## config.mk

```make
export PLATFORM = sky130hd
export DESIGN_NAME = ipf_spi_port
export DESIGN_NICKNAME = d
export VERILOG_FILES = /design/src/design/ipf_pkg.sv /design/src/design/ipf_spi_port.sv
export VERILOG_INCLUDE_DIRS = /design/src /design/src/design
export SDC_FILE = /design/constraint.sdc
export NUM_CORES = 1
export LEC_CHECK = 0
export ABC_AREA = 1
export BUFFER_PORTS_ARGS = -buffer_cell sky130_fd_sc_hd__buf_4
export CAP_MARGIN = 40
export CORE_MARGIN = 1.5
export CORE_UTILIZATION = 31
export CTS_CLUSTER_DIAMETER = 50
export DETAILED_ROUTE_END_ITERATION = 8
export PLACE_DENSITY_LB_ADDON = 0.2
export SYNTH_ARGS = -nofsm -noshare
export SYNTH_HDL_FRONTEND = slang
export SYNTH_SLANG_ARGS = --single-unit
```

## constraint.sdc

```tcl
create_clock -name clk -period 12.6 [get_ports clk]
set_input_delay 1.89 -clock clk [delete_from_list [all_inputs] [get_ports clk]]
set_output_delay 1.89 -clock clk [all_outputs]
set_load 0.1 [all_outputs]
```

## src/design/ipf_params.svh

```systemverilog
`ifndef IPF_PARAMS_SVH
`define IPF_PARAMS_SVH
// segment framing
`define IPF_SEG_LAST 4'hf
`define IPF_SEG_ZERO 4'h0
`define IPF_REC_EDGES 6'd17
`define IPF_EDGE_MAX 6'h3f
// read budget per data-ready interval, per unit of decimation factor
`define IPF_READS_BASE 20'd12
`define IPF_READS_MAX 20'hfffff
// output word alignment
`define IPF_WORD_BITS 6'd16
`define IPF_FILT_STAGES 2
// register addresses (seven-bit, taken from command bits [14:8])
`define IPF_ADDR_DIAG 7'h02
`define IPF_ADDR_GX_LO 7'h04
`define IPF_ADDR_GX_HI 7'h06
`define IPF_ADDR_GY_LO 7'h08
`define IPF_ADDR_GY_HI 7'h0a
`define IPF_ADDR_GZ_LO 7'h0c
`define IPF_ADDR_GZ_HI 7'h0e
`define IPF_ADDR_AX_HI 7'h12
`define IPF_ADDR_AY_HI 7'h16
`define IPF_ADDR_AZ_HI 7'h1a
`define IPF_ADDR_PROD 7'h72
// product code: arbitrary neutral value
`define IPF_PROD_CODE 16'h1a2b
// diagnostic status bit positions
`define IPF_DIAG_LOCK_BIT 0
`define IPF_DIAG_DESYNC_BIT 1
`define IPF_DIAG_OVR_BIT 7
// response buffer
`define IPF_FIFO_FULL 2'd2
`endif

```

## src/design/ipf_pkg.sv

```systemverilog
`default_nettype none
package ipf_pkg;
    typedef enum logic [1:0] {ST_OK, ST_DESYNC, ST_LOCKED} ipf_state_t;
    typedef struct packed {
        logic [2:0][31:0] gyro;
        logic [2:0][15:0] accel;
    } ipf_sample_t;
    typedef struct packed {
        logic [15:0] dec;
        logic [2:0] filt;
    } ipf_cfg_t;
endpackage
`default_nettype wire

```

## src/design/ipf_spi_port.sv

```systemverilog
`timescale 1ns/1ns
`default_nettype none
`include "ipf_params.svh"
module ipf_spi_port (
    // system
    input wire logic clk,
    input wire logic sys_rst,
    // serial pins
    input wire logic sclk,
    input wire logic cs_n,
    input wire logic din,
    output logic dout,
    output logic dout_oe,
    output logic data_ready,
    // sensor chain
    input wire logic sample_valid,
    input wire ipf_pkg::ipf_sample_t sample,
    // configuration
    input wire ipf_pkg::ipf_cfg_t cfg,
    // status
    output logic [15:0] diagnostic_status,
    output ipf_pkg::ipf_state_t port_state
);
    import ipf_pkg::*;

    function automatic logic [4:0] ipf_clog2(input logic [16:0] v);
        logic [4:0] r;
        r = 5'h0;
        for (int i = 0; i < 17; i++) begin
            if ((17'h1 << i) < v) begin
                r = 5'(i + 1);
            end
        end
        return r;
    endfunction

    // pin synchronisers: stage 0 feeds only stage 1, stage 2 is the previous value
    logic [2:0] sclk_sr_q, cs_sr_q, din_sr_q;
    always_ff @(posedge clk) begin
        if (sys_rst) begin
            sclk_sr_q <= 3'h7;
            cs_sr_q <= 3'h7;
            din_sr_q <= 3'h0;
        end else begin
            sclk_sr_q <= {sclk_sr_q[1:0], sclk};
            cs_sr_q <= {cs_sr_q[1:0], cs_n};
            din_sr_q <= {din_sr_q[1:0], din};
        end
    end
    logic cs_low, cs_fall, cs_rise, rise_act, fall_act;
    assign cs_low = ~cs_sr_q[1];
    assign cs_fall = ~cs_sr_q[1] & cs_sr_q[2];
    assign cs_rise = cs_sr_q[1] & ~cs_sr_q[2];
    assign rise_act = sclk_sr_q[1] & ~sclk_sr_q[2] & cs_low;
    assign fall_act = ~sclk_sr_q[1] & sclk_sr_q[2] & cs_low;

    // segment counting
    logic [3:0] bit_cnt_q;
    logic mid_q, seg_any_q;
    logic [5:0] edges_q;
    logic [15:0] rx_q;
    logic [15:0] rx_word;
    logic seg_end;
    assign rx_word = {rx_q[14:0], din_sr_q[1]};
    assign seg_end = rise_act && bit_cnt_q == `IPF_SEG_LAST;
    always_ff @(posedge clk) begin
        if (sys_rst || cs_fall) begin
            bit_cnt_q <= `IPF_SEG_ZERO;
            mid_q <= 1'b0;
            seg_any_q <= 1'b0;
            edges_q <= 6'h0;
        end else if (rise_act) begin
            bit_cnt_q <= bit_cnt_q + 4'h1;
            mid_q <= 1'b1;
            if (edges_q != `IPF_EDGE_MAX) begin
                edges_q <= edges_q + 6'h1;
            end
            if (seg_end) begin
                seg_any_q <= 1'b1;
            end
        end
    end
    always_ff @(posedge clk) begin
        if (sys_rst) begin
            rx_q <= 16'h0;
        end else if (rise_act) begin
            rx_q <= rx_word;
        end
    end

    // port framing state
    ipf_state_t state_q;
    always_ff @(posedge clk) begin
        if (sys_rst) begin
            state_q <= ST_OK;
        end else if (cs_rise) begin
            unique case (state_q)
                ST_OK: begin
                    if (bit_cnt_q != `IPF_SEG_ZERO) begin
                        state_q <= seg_any_q ? ST_DESYNC : ST_LOCKED;
                    end
                end
                ST_DESYNC: begin
                    if (edges_q == `IPF_REC_EDGES) begin
                        state_q <= ST_OK;
                    end
                end
                ST_LOCKED: state_q <= ST_LOCKED;
            endcase
        end
    end
    assign port_state = state_q;

    // decimation and output alignment
    logic [15:0] dec_cnt_q;
    logic dec_end, data_ready_q;
    logic [5:0] growth;
    logic [4:0] shift_amt;
    logic [2:0][31:0] gyro_acc_q, gyro_out_q;
    logic [2:0][15:0] accel_q;
    assign dec_end = sample_valid && dec_cnt_q >= cfg.dec;
    assign growth = {1'b0, ipf_clog2({1'b0, cfg.dec} + 17'h1)}
                    + 6'(cfg.filt * `IPF_FILT_STAGES);
    assign shift_amt = (growth >= `IPF_WORD_BITS) ? 5'h0
                       : 5'(`IPF_WORD_BITS - growth);
    always_ff @(posedge clk) begin
        if (sys_rst) begin
            dec_cnt_q <= 16'h0;
            data_ready_q <= 1'b0;
        end else begin
            data_ready_q <= dec_end;
            if (sample_valid) begin
                dec_cnt_q <= dec_end ? 16'h0 : dec_cnt_q + 16'h1;
            end
        end
    end
    assign data_ready = data_ready_q;
    for (genvar g = 0; g < 3; g++) begin : g_axis
        logic [31:0] sum;
        assign sum = gyro_acc_q[g] + sample.gyro[g];
        always_ff @(posedge clk) begin
            if (sys_rst) begin
                gyro_acc_q[g] <= 32'h0;
                gyro_out_q[g] <= 32'h0;
                accel_q[g] <= 16'h0;
            end else if (dec_end) begin
                gyro_acc_q[g] <= 32'h0;
                gyro_out_q[g] <= sum << shift_amt;
                accel_q[g] <= sample.accel[g];
            end else if (sample_valid) begin
                gyro_acc_q[g] <= sum;
            end
        end
    end

    // register reads
    logic cmd_read, diag_take;
    logic [6:0] cmd_addr;
    logic [15:0] rd_data;
    logic ovr_q;
    assign cmd_addr = rx_word[14:8];
    assign cmd_read = seg_end && state_q == ST_OK && !rx_word[15];
    assign diag_take = cmd_read && cmd_addr == `IPF_ADDR_DIAG;
    always_comb begin
        diagnostic_status = 16'h0;
        diagnostic_status[`IPF_DIAG_OVR_BIT] = ovr_q;
        diagnostic_status[`IPF_DIAG_DESYNC_BIT] = state_q == ST_DESYNC;
        diagnostic_status[`IPF_DIAG_LOCK_BIT] = state_q == ST_LOCKED;
    end
    always_comb begin
        case (cmd_addr)
            `IPF_ADDR_DIAG: rd_data = diagnostic_status;
            `IPF_ADDR_GX_LO: rd_data = gyro_out_q[0][15:0];
            `IPF_ADDR_GX_HI: rd_data = gyro_out_q[0][31:16];
            `IPF_ADDR_GY_LO: rd_data = gyro_out_q[1][15:0];
            `IPF_ADDR_GY_HI: rd_data = gyro_out_q[1][31:16];
            `IPF_ADDR_GZ_LO: rd_data = gyro_out_q[2][15:0];
            `IPF_ADDR_GZ_HI: rd_data = gyro_out_q[2][31:16];
            `IPF_ADDR_AX_HI: rd_data = accel_q[0];
            `IPF_ADDR_AY_HI: rd_data = accel_q[1];
            `IPF_ADDR_AZ_HI: rd_data = accel_q[2];
            `IPF_ADDR_PROD: rd_data = `IPF_PROD_CODE;
            default: rd_data = 16'h0;
        endcase
    end

    // read budget per data-ready interval
    logic [19:0] budget, reads_q;
    logic ovr_set;
    assign budget = ({4'h0, cfg.dec} + 20'h1) * `IPF_READS_BASE;
    assign ovr_set = cmd_read && !data_ready_q && reads_q >= budget;
    always_ff @(posedge clk) begin
        if (sys_rst) begin
            reads_q <= 20'h0;
        end else if (data_ready_q) begin
            reads_q <= {19'h0, cmd_read};
        end else if (cmd_read && reads_q != `IPF_READS_MAX) begin
            reads_q <= reads_q + 20'h1;
        end
    end
    always_ff @(posedge clk) begin
        if (sys_rst) begin
            ovr_q <= 1'b0;
        end else if (ovr_set) begin
            ovr_q <= 1'b1;
        end else if (diag_take) begin
            ovr_q <= 1'b0;
        end
    end

    // pending answer and two-entry response buffer
    logic pend_q;
    logic [15:0] pend_word_q;
    logic [15:0] fifo_mem_q [2];
    logic wr_ptr_q, rd_ptr_q;
    logic [1:0] fifo_cnt_q;
    logic fifo_in_ready, fifo_out_valid, push, pop, load_evt, shift_evt;
    assign fifo_in_ready = fifo_cnt_q != `IPF_FIFO_FULL;
    assign fifo_out_valid = fifo_cnt_q != 2'h0;
    assign push = pend_q && fifo_in_ready;
    assign load_evt = cs_fall | (fall_act & mid_q & bit_cnt_q == `IPF_SEG_ZERO);
    assign shift_evt = fall_act & mid_q & bit_cnt_q != `IPF_SEG_ZERO;
    assign pop = load_evt && fifo_out_valid && state_q == ST_OK;
    always_ff @(posedge clk) begin
        if (sys_rst) begin
            pend_q <= 1'b0;
            pend_word_q <= 16'h0;
        end else if (cmd_read) begin
            pend_q <= 1'b1;
            pend_word_q <= rd_data;
        end else if (fifo_in_ready) begin
            pend_q <= 1'b0;
        end
    end
    always_ff @(posedge clk) begin
        if (sys_rst || state_q != ST_OK) begin
            wr_ptr_q <= 1'b0;
            rd_ptr_q <= 1'b0;
            fifo_cnt_q <= 2'h0;
        end else begin
            if (push) begin
                fifo_mem_q[wr_ptr_q] <= pend_word_q;
                wr_ptr_q <= ~wr_ptr_q;
            end
            if (pop) begin
                rd_ptr_q <= ~rd_ptr_q;
            end
            fifo_cnt_q <= fifo_cnt_q + {1'b0, push} - {1'b0, pop};
        end
    end

    // serial output, mode 3: change after falling edges
    logic [15:0] tx_q;
    logic oe_q;
    always_ff @(posedge clk) begin
        if (sys_rst) begin
            tx_q <= 16'h0;
            oe_q <= 1'b0;
        end else begin
            oe_q <= cs_low;
            if (load_evt) begin
                tx_q <= pop ? fifo_mem_q[rd_ptr_q] : 16'h0;
            end else if (shift_evt) begin
                tx_q <= {tx_q[14:0], 1'b0};
            end
        end
    end
    assign dout = tx_q[15];
    assign dout_oe = oe_q;
endmodule
`default_nettype wire

```

==> results of run 1 <==
synth_stat cells, types with 7 or more instances:
cell,number,area (um^2)
a211oi_1,11,82.58
a21o_1,8,60.06
a21oi_1,289,1446
a221oi_1,29,254.0
a31oi_1,25,156.4
buf_1,11,41.29
buf_2,54,270.3
buf_4,25,187.7
clkbuf_1,114,427.9
dfxtp_1,354,7087
edfxtp_1,32,960.9
ha_1,184,2302
inv_1,353,1325
inv_2,8,30.03
mux2_2,16,180.2
nand2_1,826,3100
nand3_1,824,4124
nand4_1,54,337.8
nor2_1,203,762.0
nor2_2,8,50.05
nor3_1,46,230.2
nor4_1,13,81.33
o21a_1,14,105.1
o21ai_0,180,900.9
o21ai_1,32,160.2
o221ai_1,7,61.31
o22ai_1,22,137.6
or2_2,12,75.07
xnor2_1,43,376.6
xor2_1,73,639.4
worst max-delay path: cells and delay by family:
family,cells,cell delay (ps)
AO/OA/AOI/OAI,3,430
XOR/XNOR,1,260
adder cells (fa/ha/maj),3,890
buffers and inverters,8,2090
AND/OR/NAND/NOR,20,2950
area by class of cell:
type                            instances  area [um^2]
Fill cell                            9278        53630
Timing Repair Buffer                  207         1674
Multi-Input combinational cell       3007        16420
Tap cell                             1144         1431
Clock buffer                          103         2176
Sequential cell                       386         8048
Clock inverter                         35        394.1
Inverter                              365         1376
metrics by stage:
stage          std cells  hold WS [ps]  setup WS (ps)  area [um^2]  total power, mW
3_3_place_gp        5100         406.3           4146        28760            2.680
4_1_cts             5247         409.7           4662        31520            4.740
5_1_grt             5247         412.7           3869        31520            4.965
6_report            5247         411.5           4558        31520            4.697
3_5_place_dp        5109         395.1           4045        28950            2.680
2_1_floorplan       3963         388.3           5748        26720            2.299
metal layers:
metal  track usage  up-vias  share of wire
li1              -    13700              -
met1        0.2647    12490           0.45
met2        0.3450      713           0.48
met3       0.02637      134          0.046
met4       0.06508        0          0.029
met5             0        -              0
cells by family after synthesis:
| group | synth area share |
|---|---|
| DFF | 0.3017 |
| adders and majority gates | 0.08930 |
| AOI/OAI and AO/OA | 0.1407 |
| and+or+nand+nor | 0.3368 |
| xor gates and xnor gates | 0.03808 |
| buffers and inverters | 0.08662 |
| muxes | 0.006753 |
| other | 0.0001406 |
registers in the layout, indices dropped and copies added (netlist names), 16 cells and up, named ones only:
signal / flops
gyro_out_q: 96
accel_q: 48
gyro_acc_q: 96
reads_q: 20
pend_word_q: 16
fifo_mem_q: 32
dec_cnt_q: 16
tx_q: 16
power by group:
part,switching [mW],internal (mW),leakage [nW]
Combinational,0.930,0.425,9.19
Sequential,0.0259,1.28,3.17
Clock,0.714,1.32,1.25
final timing paths:
check,start,to,depth (start not counted)
setup / recovery,cfg[3],gyro_out_q[27],35
hold / removal,sclk_sr_q[0],sclk_sr_q[1],1
hold reg to reg,sclk_sr_q[0],sclk_sr_q[1],1
setup reg to reg,dec_cnt_q[1],gyro_acc_q[65],15
==> impl_metrics.tcl, run 1 <==
set metrics [dict create \
    fin_crit_ps 8042 \
    cts_inserted_buffers 74 \
    status "completed" \
    clock_path_buffers 3 \
    grt_pass1_wl_um 142200 \
    maxSlewHeadroom 0.4108 \
    grt_max_degree 81 \
    critPathRequiredTime_ps 13140 \
    syn_area_per_cell_um2 6.752 \
    slowest_stage "buf_4" \
    synth_area_um2 26680 \
    synth_seq_area_share 0.3017 \
    path_max_fanout 70 \
    setup_viol 0 \
    setup_tns_ps 0 \
    core_um2 85150 \
    synth_seq_cells 386 \
    utilization 0.3702 \
    routedWlPerCell_um 17.23 \
    drc 0 \
    clock_latency_ps 610 \
    clockRootBuffer "clkbuf_16" \
    ant_nets 0 \
    die_w_um 296.4 \
    drv_cap 0 \
    htree_levels 3 \
    cellLeakagePower_nw 13.61 \
    postCtsHoldBufs 0 \
    fp.dieH_um 296.4 \
    critical_path_class "in -> reg" \
    hold_class "reg -> reg" \
    finalClockSkew_ps 17.92 \
    async_flop_share 0 \
    fin_crit_sh 0.6383 \
    power_density_nw_per_um2 149.0 \
    io_pins 190 \
    crit_path_start_kind "input pin" \
    fmax_mhz 124.3 \
    post-cts-setup-buffers 0 \
    path_clk_slew_ps 50 \
    antenna_found_initial 0 \
    area_delta_synth_final_pct 18.15 \
    worst_ep_arrival_time_ps 8580 \
    antenna_cells 0 \
    rsz0062_at_grt "no" \
    yosys_warnings 0 \
    postSynthCellCount 3951 \
    initial_utilization 0.3133 \
    yosysUniqueCellTypes 62 \
    drive_gt1_frac 0.09944 \
    gr-total-overflow 0 \
    place.detailed.hpwl_um 66960 \
    synth_edf_count 32 \
    drt-total-wl_um 90400 \
    nets 4398 \
    peakVddDrop_uv 89.25 \
    crit_path_end_kind "flip-flop" \
    final_common_cell "nand2_1" \
    vias_per_cell 5.152 \
    firstDrtPassIters 7 \
    io_buffers 176 \
    ys.flop_type "dfxtp_1" \
    drt_iter0_drc 1835 \
    final_hold_viol_count 0 \
    gp_congestion 0.9004 \
    core.rowCount 107 \
    cts_sinks 386 \
    cts_tree "built" \
    ctsResizeCount 0 \
    die_area_um2 87830 \
    vias 27040 \
    grt_pass1_vias 25620 \
    ff2ff_setup_slack_ps 8630 \
    track_usage 0.2029 \
    max_stage_delay_ps 760 \
    worstMarginPinSlew_ps 883.7 \
    mostFrequentLayoutCells "nand2_1 (826), nand3_1 (824), dfxtp_1 (354)" \
    drv_slew 0 \
]
(Power assumes the default switching activity.)
==> run 2: changes to the inputs <==
==> constraint.sdc (replaced) <==
create_clock -name clk -period 7.05 [get_ports clk]
set_input_delay 1.0575 -clock clk [delete_from_list [all_inputs] [get_ports clk]]
set_output_delay 1.0575 -clock clk [all_outputs]
set_load 0.1 [all_outputs]
==> run 2 against run 1 <==
Via count is essentially flat. Combinational power grew 80%. Routed wire length shrank 0.41%.
==> impl_metrics.tcl, run 2 (synthesis gave the netlist of run 1 again) <==
set metrics [dict create \
    status "completed" \
    path_max_fanout 73 \
    grt_pass1_wl_um 141700 \
    io_pins 190 \
    r2r_cells 16 \
    crit_top_cell "nand3_1" \
    critPathRequiredTime_ps 7530 \
    fin_crit_sh 0.8948 \
    final_common_cell "nand2_1" \
    max_stage_delay_ps 390 \
    grt_max_degree 137 \
    ff2ff_setup_slack_ps 3240 \
    fin_crit_ps 6308 \
    track_usage 0.2021 \
    clockRootBuffer "clkbuf_16" \
    grt_pass1_vias 25870 \
    mostFrequentLayoutCells "nand2_1 (826), nand3_1 (824), dfxtp_1 (354)" \
    crit_start "cfg[3]" \
    drive_gt1_frac 0.09944 \
    peakVddDrop_uv 282.4 \
    routedWlPerCell_um 17.19 \
    gp_congestion 0.8932 \
    slowest_stage "fa_1" \
    post-cts-setup-buffers 0 \
    antenna_found_initial 0 \
    ctsResizeCount 0 \
    core_um2 85150 \
    core.rowCount 107 \
    critical_path_class "in -> reg" \
    cts_inserted_buffers 66 \
    clock_path_buffers 3 \
    firstDrtPassIters 6 \
    post-place-ws_ps 164.6 \
    worstSetupEndpoint "gyro_out_q[61]" \
    rsz0062_at_grt "no" \
    r2r_end "reads_q[18]" \
    io_buffers 176 \
    drv_cap 0 \
    antenna_cells 0 \
    path_clk_slew_ps 60 \
    htree_levels 3 \
    area_delta_synth_final_pct 17.43 \
    die_w_um 296.4 \
    hold_class "reg -> reg" \
    cellLeakagePower_nw 13.52 \
    place.detailed.hpwl_um 66960 \
    vias 27040 \
    finalClockSkew_ps 49.48 \
    drt_iter0_drc 1818 \
    power_density_nw_per_um2 256.6 \
    setup_tns_ps 0 \
    r2r-start "cs_sr_q[1]" \
    ant_nets 0 \
    fin_ws_ps 741.9 \
    drt-total-wl_um 90020 \
    gr-total-overflow 0 \
    drv_slew 0 \
    finalPower_mw 8.039 \
    final_hold_viol_count 0 \
    worst_ep_arrival_time_ps 6790 \
    maxSlewHeadroom 0.4281 \
    nets 4400 \
    initial_utilization 0.3133 \
    crit_path_start_kind "input pin" \
    setup_viol 0 \
    worstMarginPinSlew_ps 855.8 \
    cts_tree "built" \
    clock_latency_ps 620 \
    postCtsHoldBufs 0 \
    fmax_mhz 158.5 \
    die_area_um2 87830 \
    crit_path_end_kind "flip-flop" \
    cts_sinks 386 \
    vias_per_cell 5.163 \
    fp.dieH_um 296.4 \
    drc 0 \
    top_regs "gyro_acc_q: 96 flops, gyro_out_q: 96 flops, accel_q: 48 flops" \
]
[run 2: worst min-delay path by stage]
stage	slack, ps	endpoint	cells after the start	startpoint
floorplan	390	din_sr_q[1]	2	din_sr_q[0]
global placement	400	din_sr_q[1]	2	din_sr_q[0]
detailed placement	400	sclk_sr_q[1]	1	sclk_sr_q[0]
CTS	420	din_sr_q[1]	2	din_sr_q[0]
global route	440	din_sr_q[1]	2	din_sr_q[0]
finish	410	din_sr_q[1]	2	din_sr_q[0]
[run 2: power by group]
group          internal, mW  total (mW)  switching, mW
logic                 0.777        2.43           1.65
registers              2.29        2.34         0.0468
clock network          1.99        3.27           1.27
[run 2: area by class of cell]
class,instances,area [um^2]
Fill cell,9242,53820
Multi-Input combinational cell,3007,16420
Sequential cell,386,8048
Timing Repair Buffer,217,1783
Clock buffer,77,1773
Tap cell,1144,1431
Inverter,365,1376
Clock inverter,41,496.7
[run 2: layer usage]
layer,GRT usage,part of all wire
met1,0.2604,0.45
met2,0.3436,0.47
met3,0.02772,0.045
met4,0.07168,0.033
met5,0,0
[run 2: critical path: cells and delay by family]
family | cells | cell delay [ps]
AND/OR/NAND/NOR | 23 | 3410
adder cells (fa/ha/maj) | 3 | 800
buffers and inverters | 7 | 740
AO/OA/AOI/OAI | 3 | 400
XOR/XNOR | 1 | 280
[run 2: through the flow]
step,area [um^2],utilization,instances,hold slack (ps)
floorplan,26720,-,3963,388.3
global placement,29010,0.3407,5115,401.0
detailed placement,29060,0.3413,5119,397.5
CTS,31330,0.3679,5237,416.6
global route,31330,0.3679,5237,444.5
finish,31330,0.3679,5237,410.6
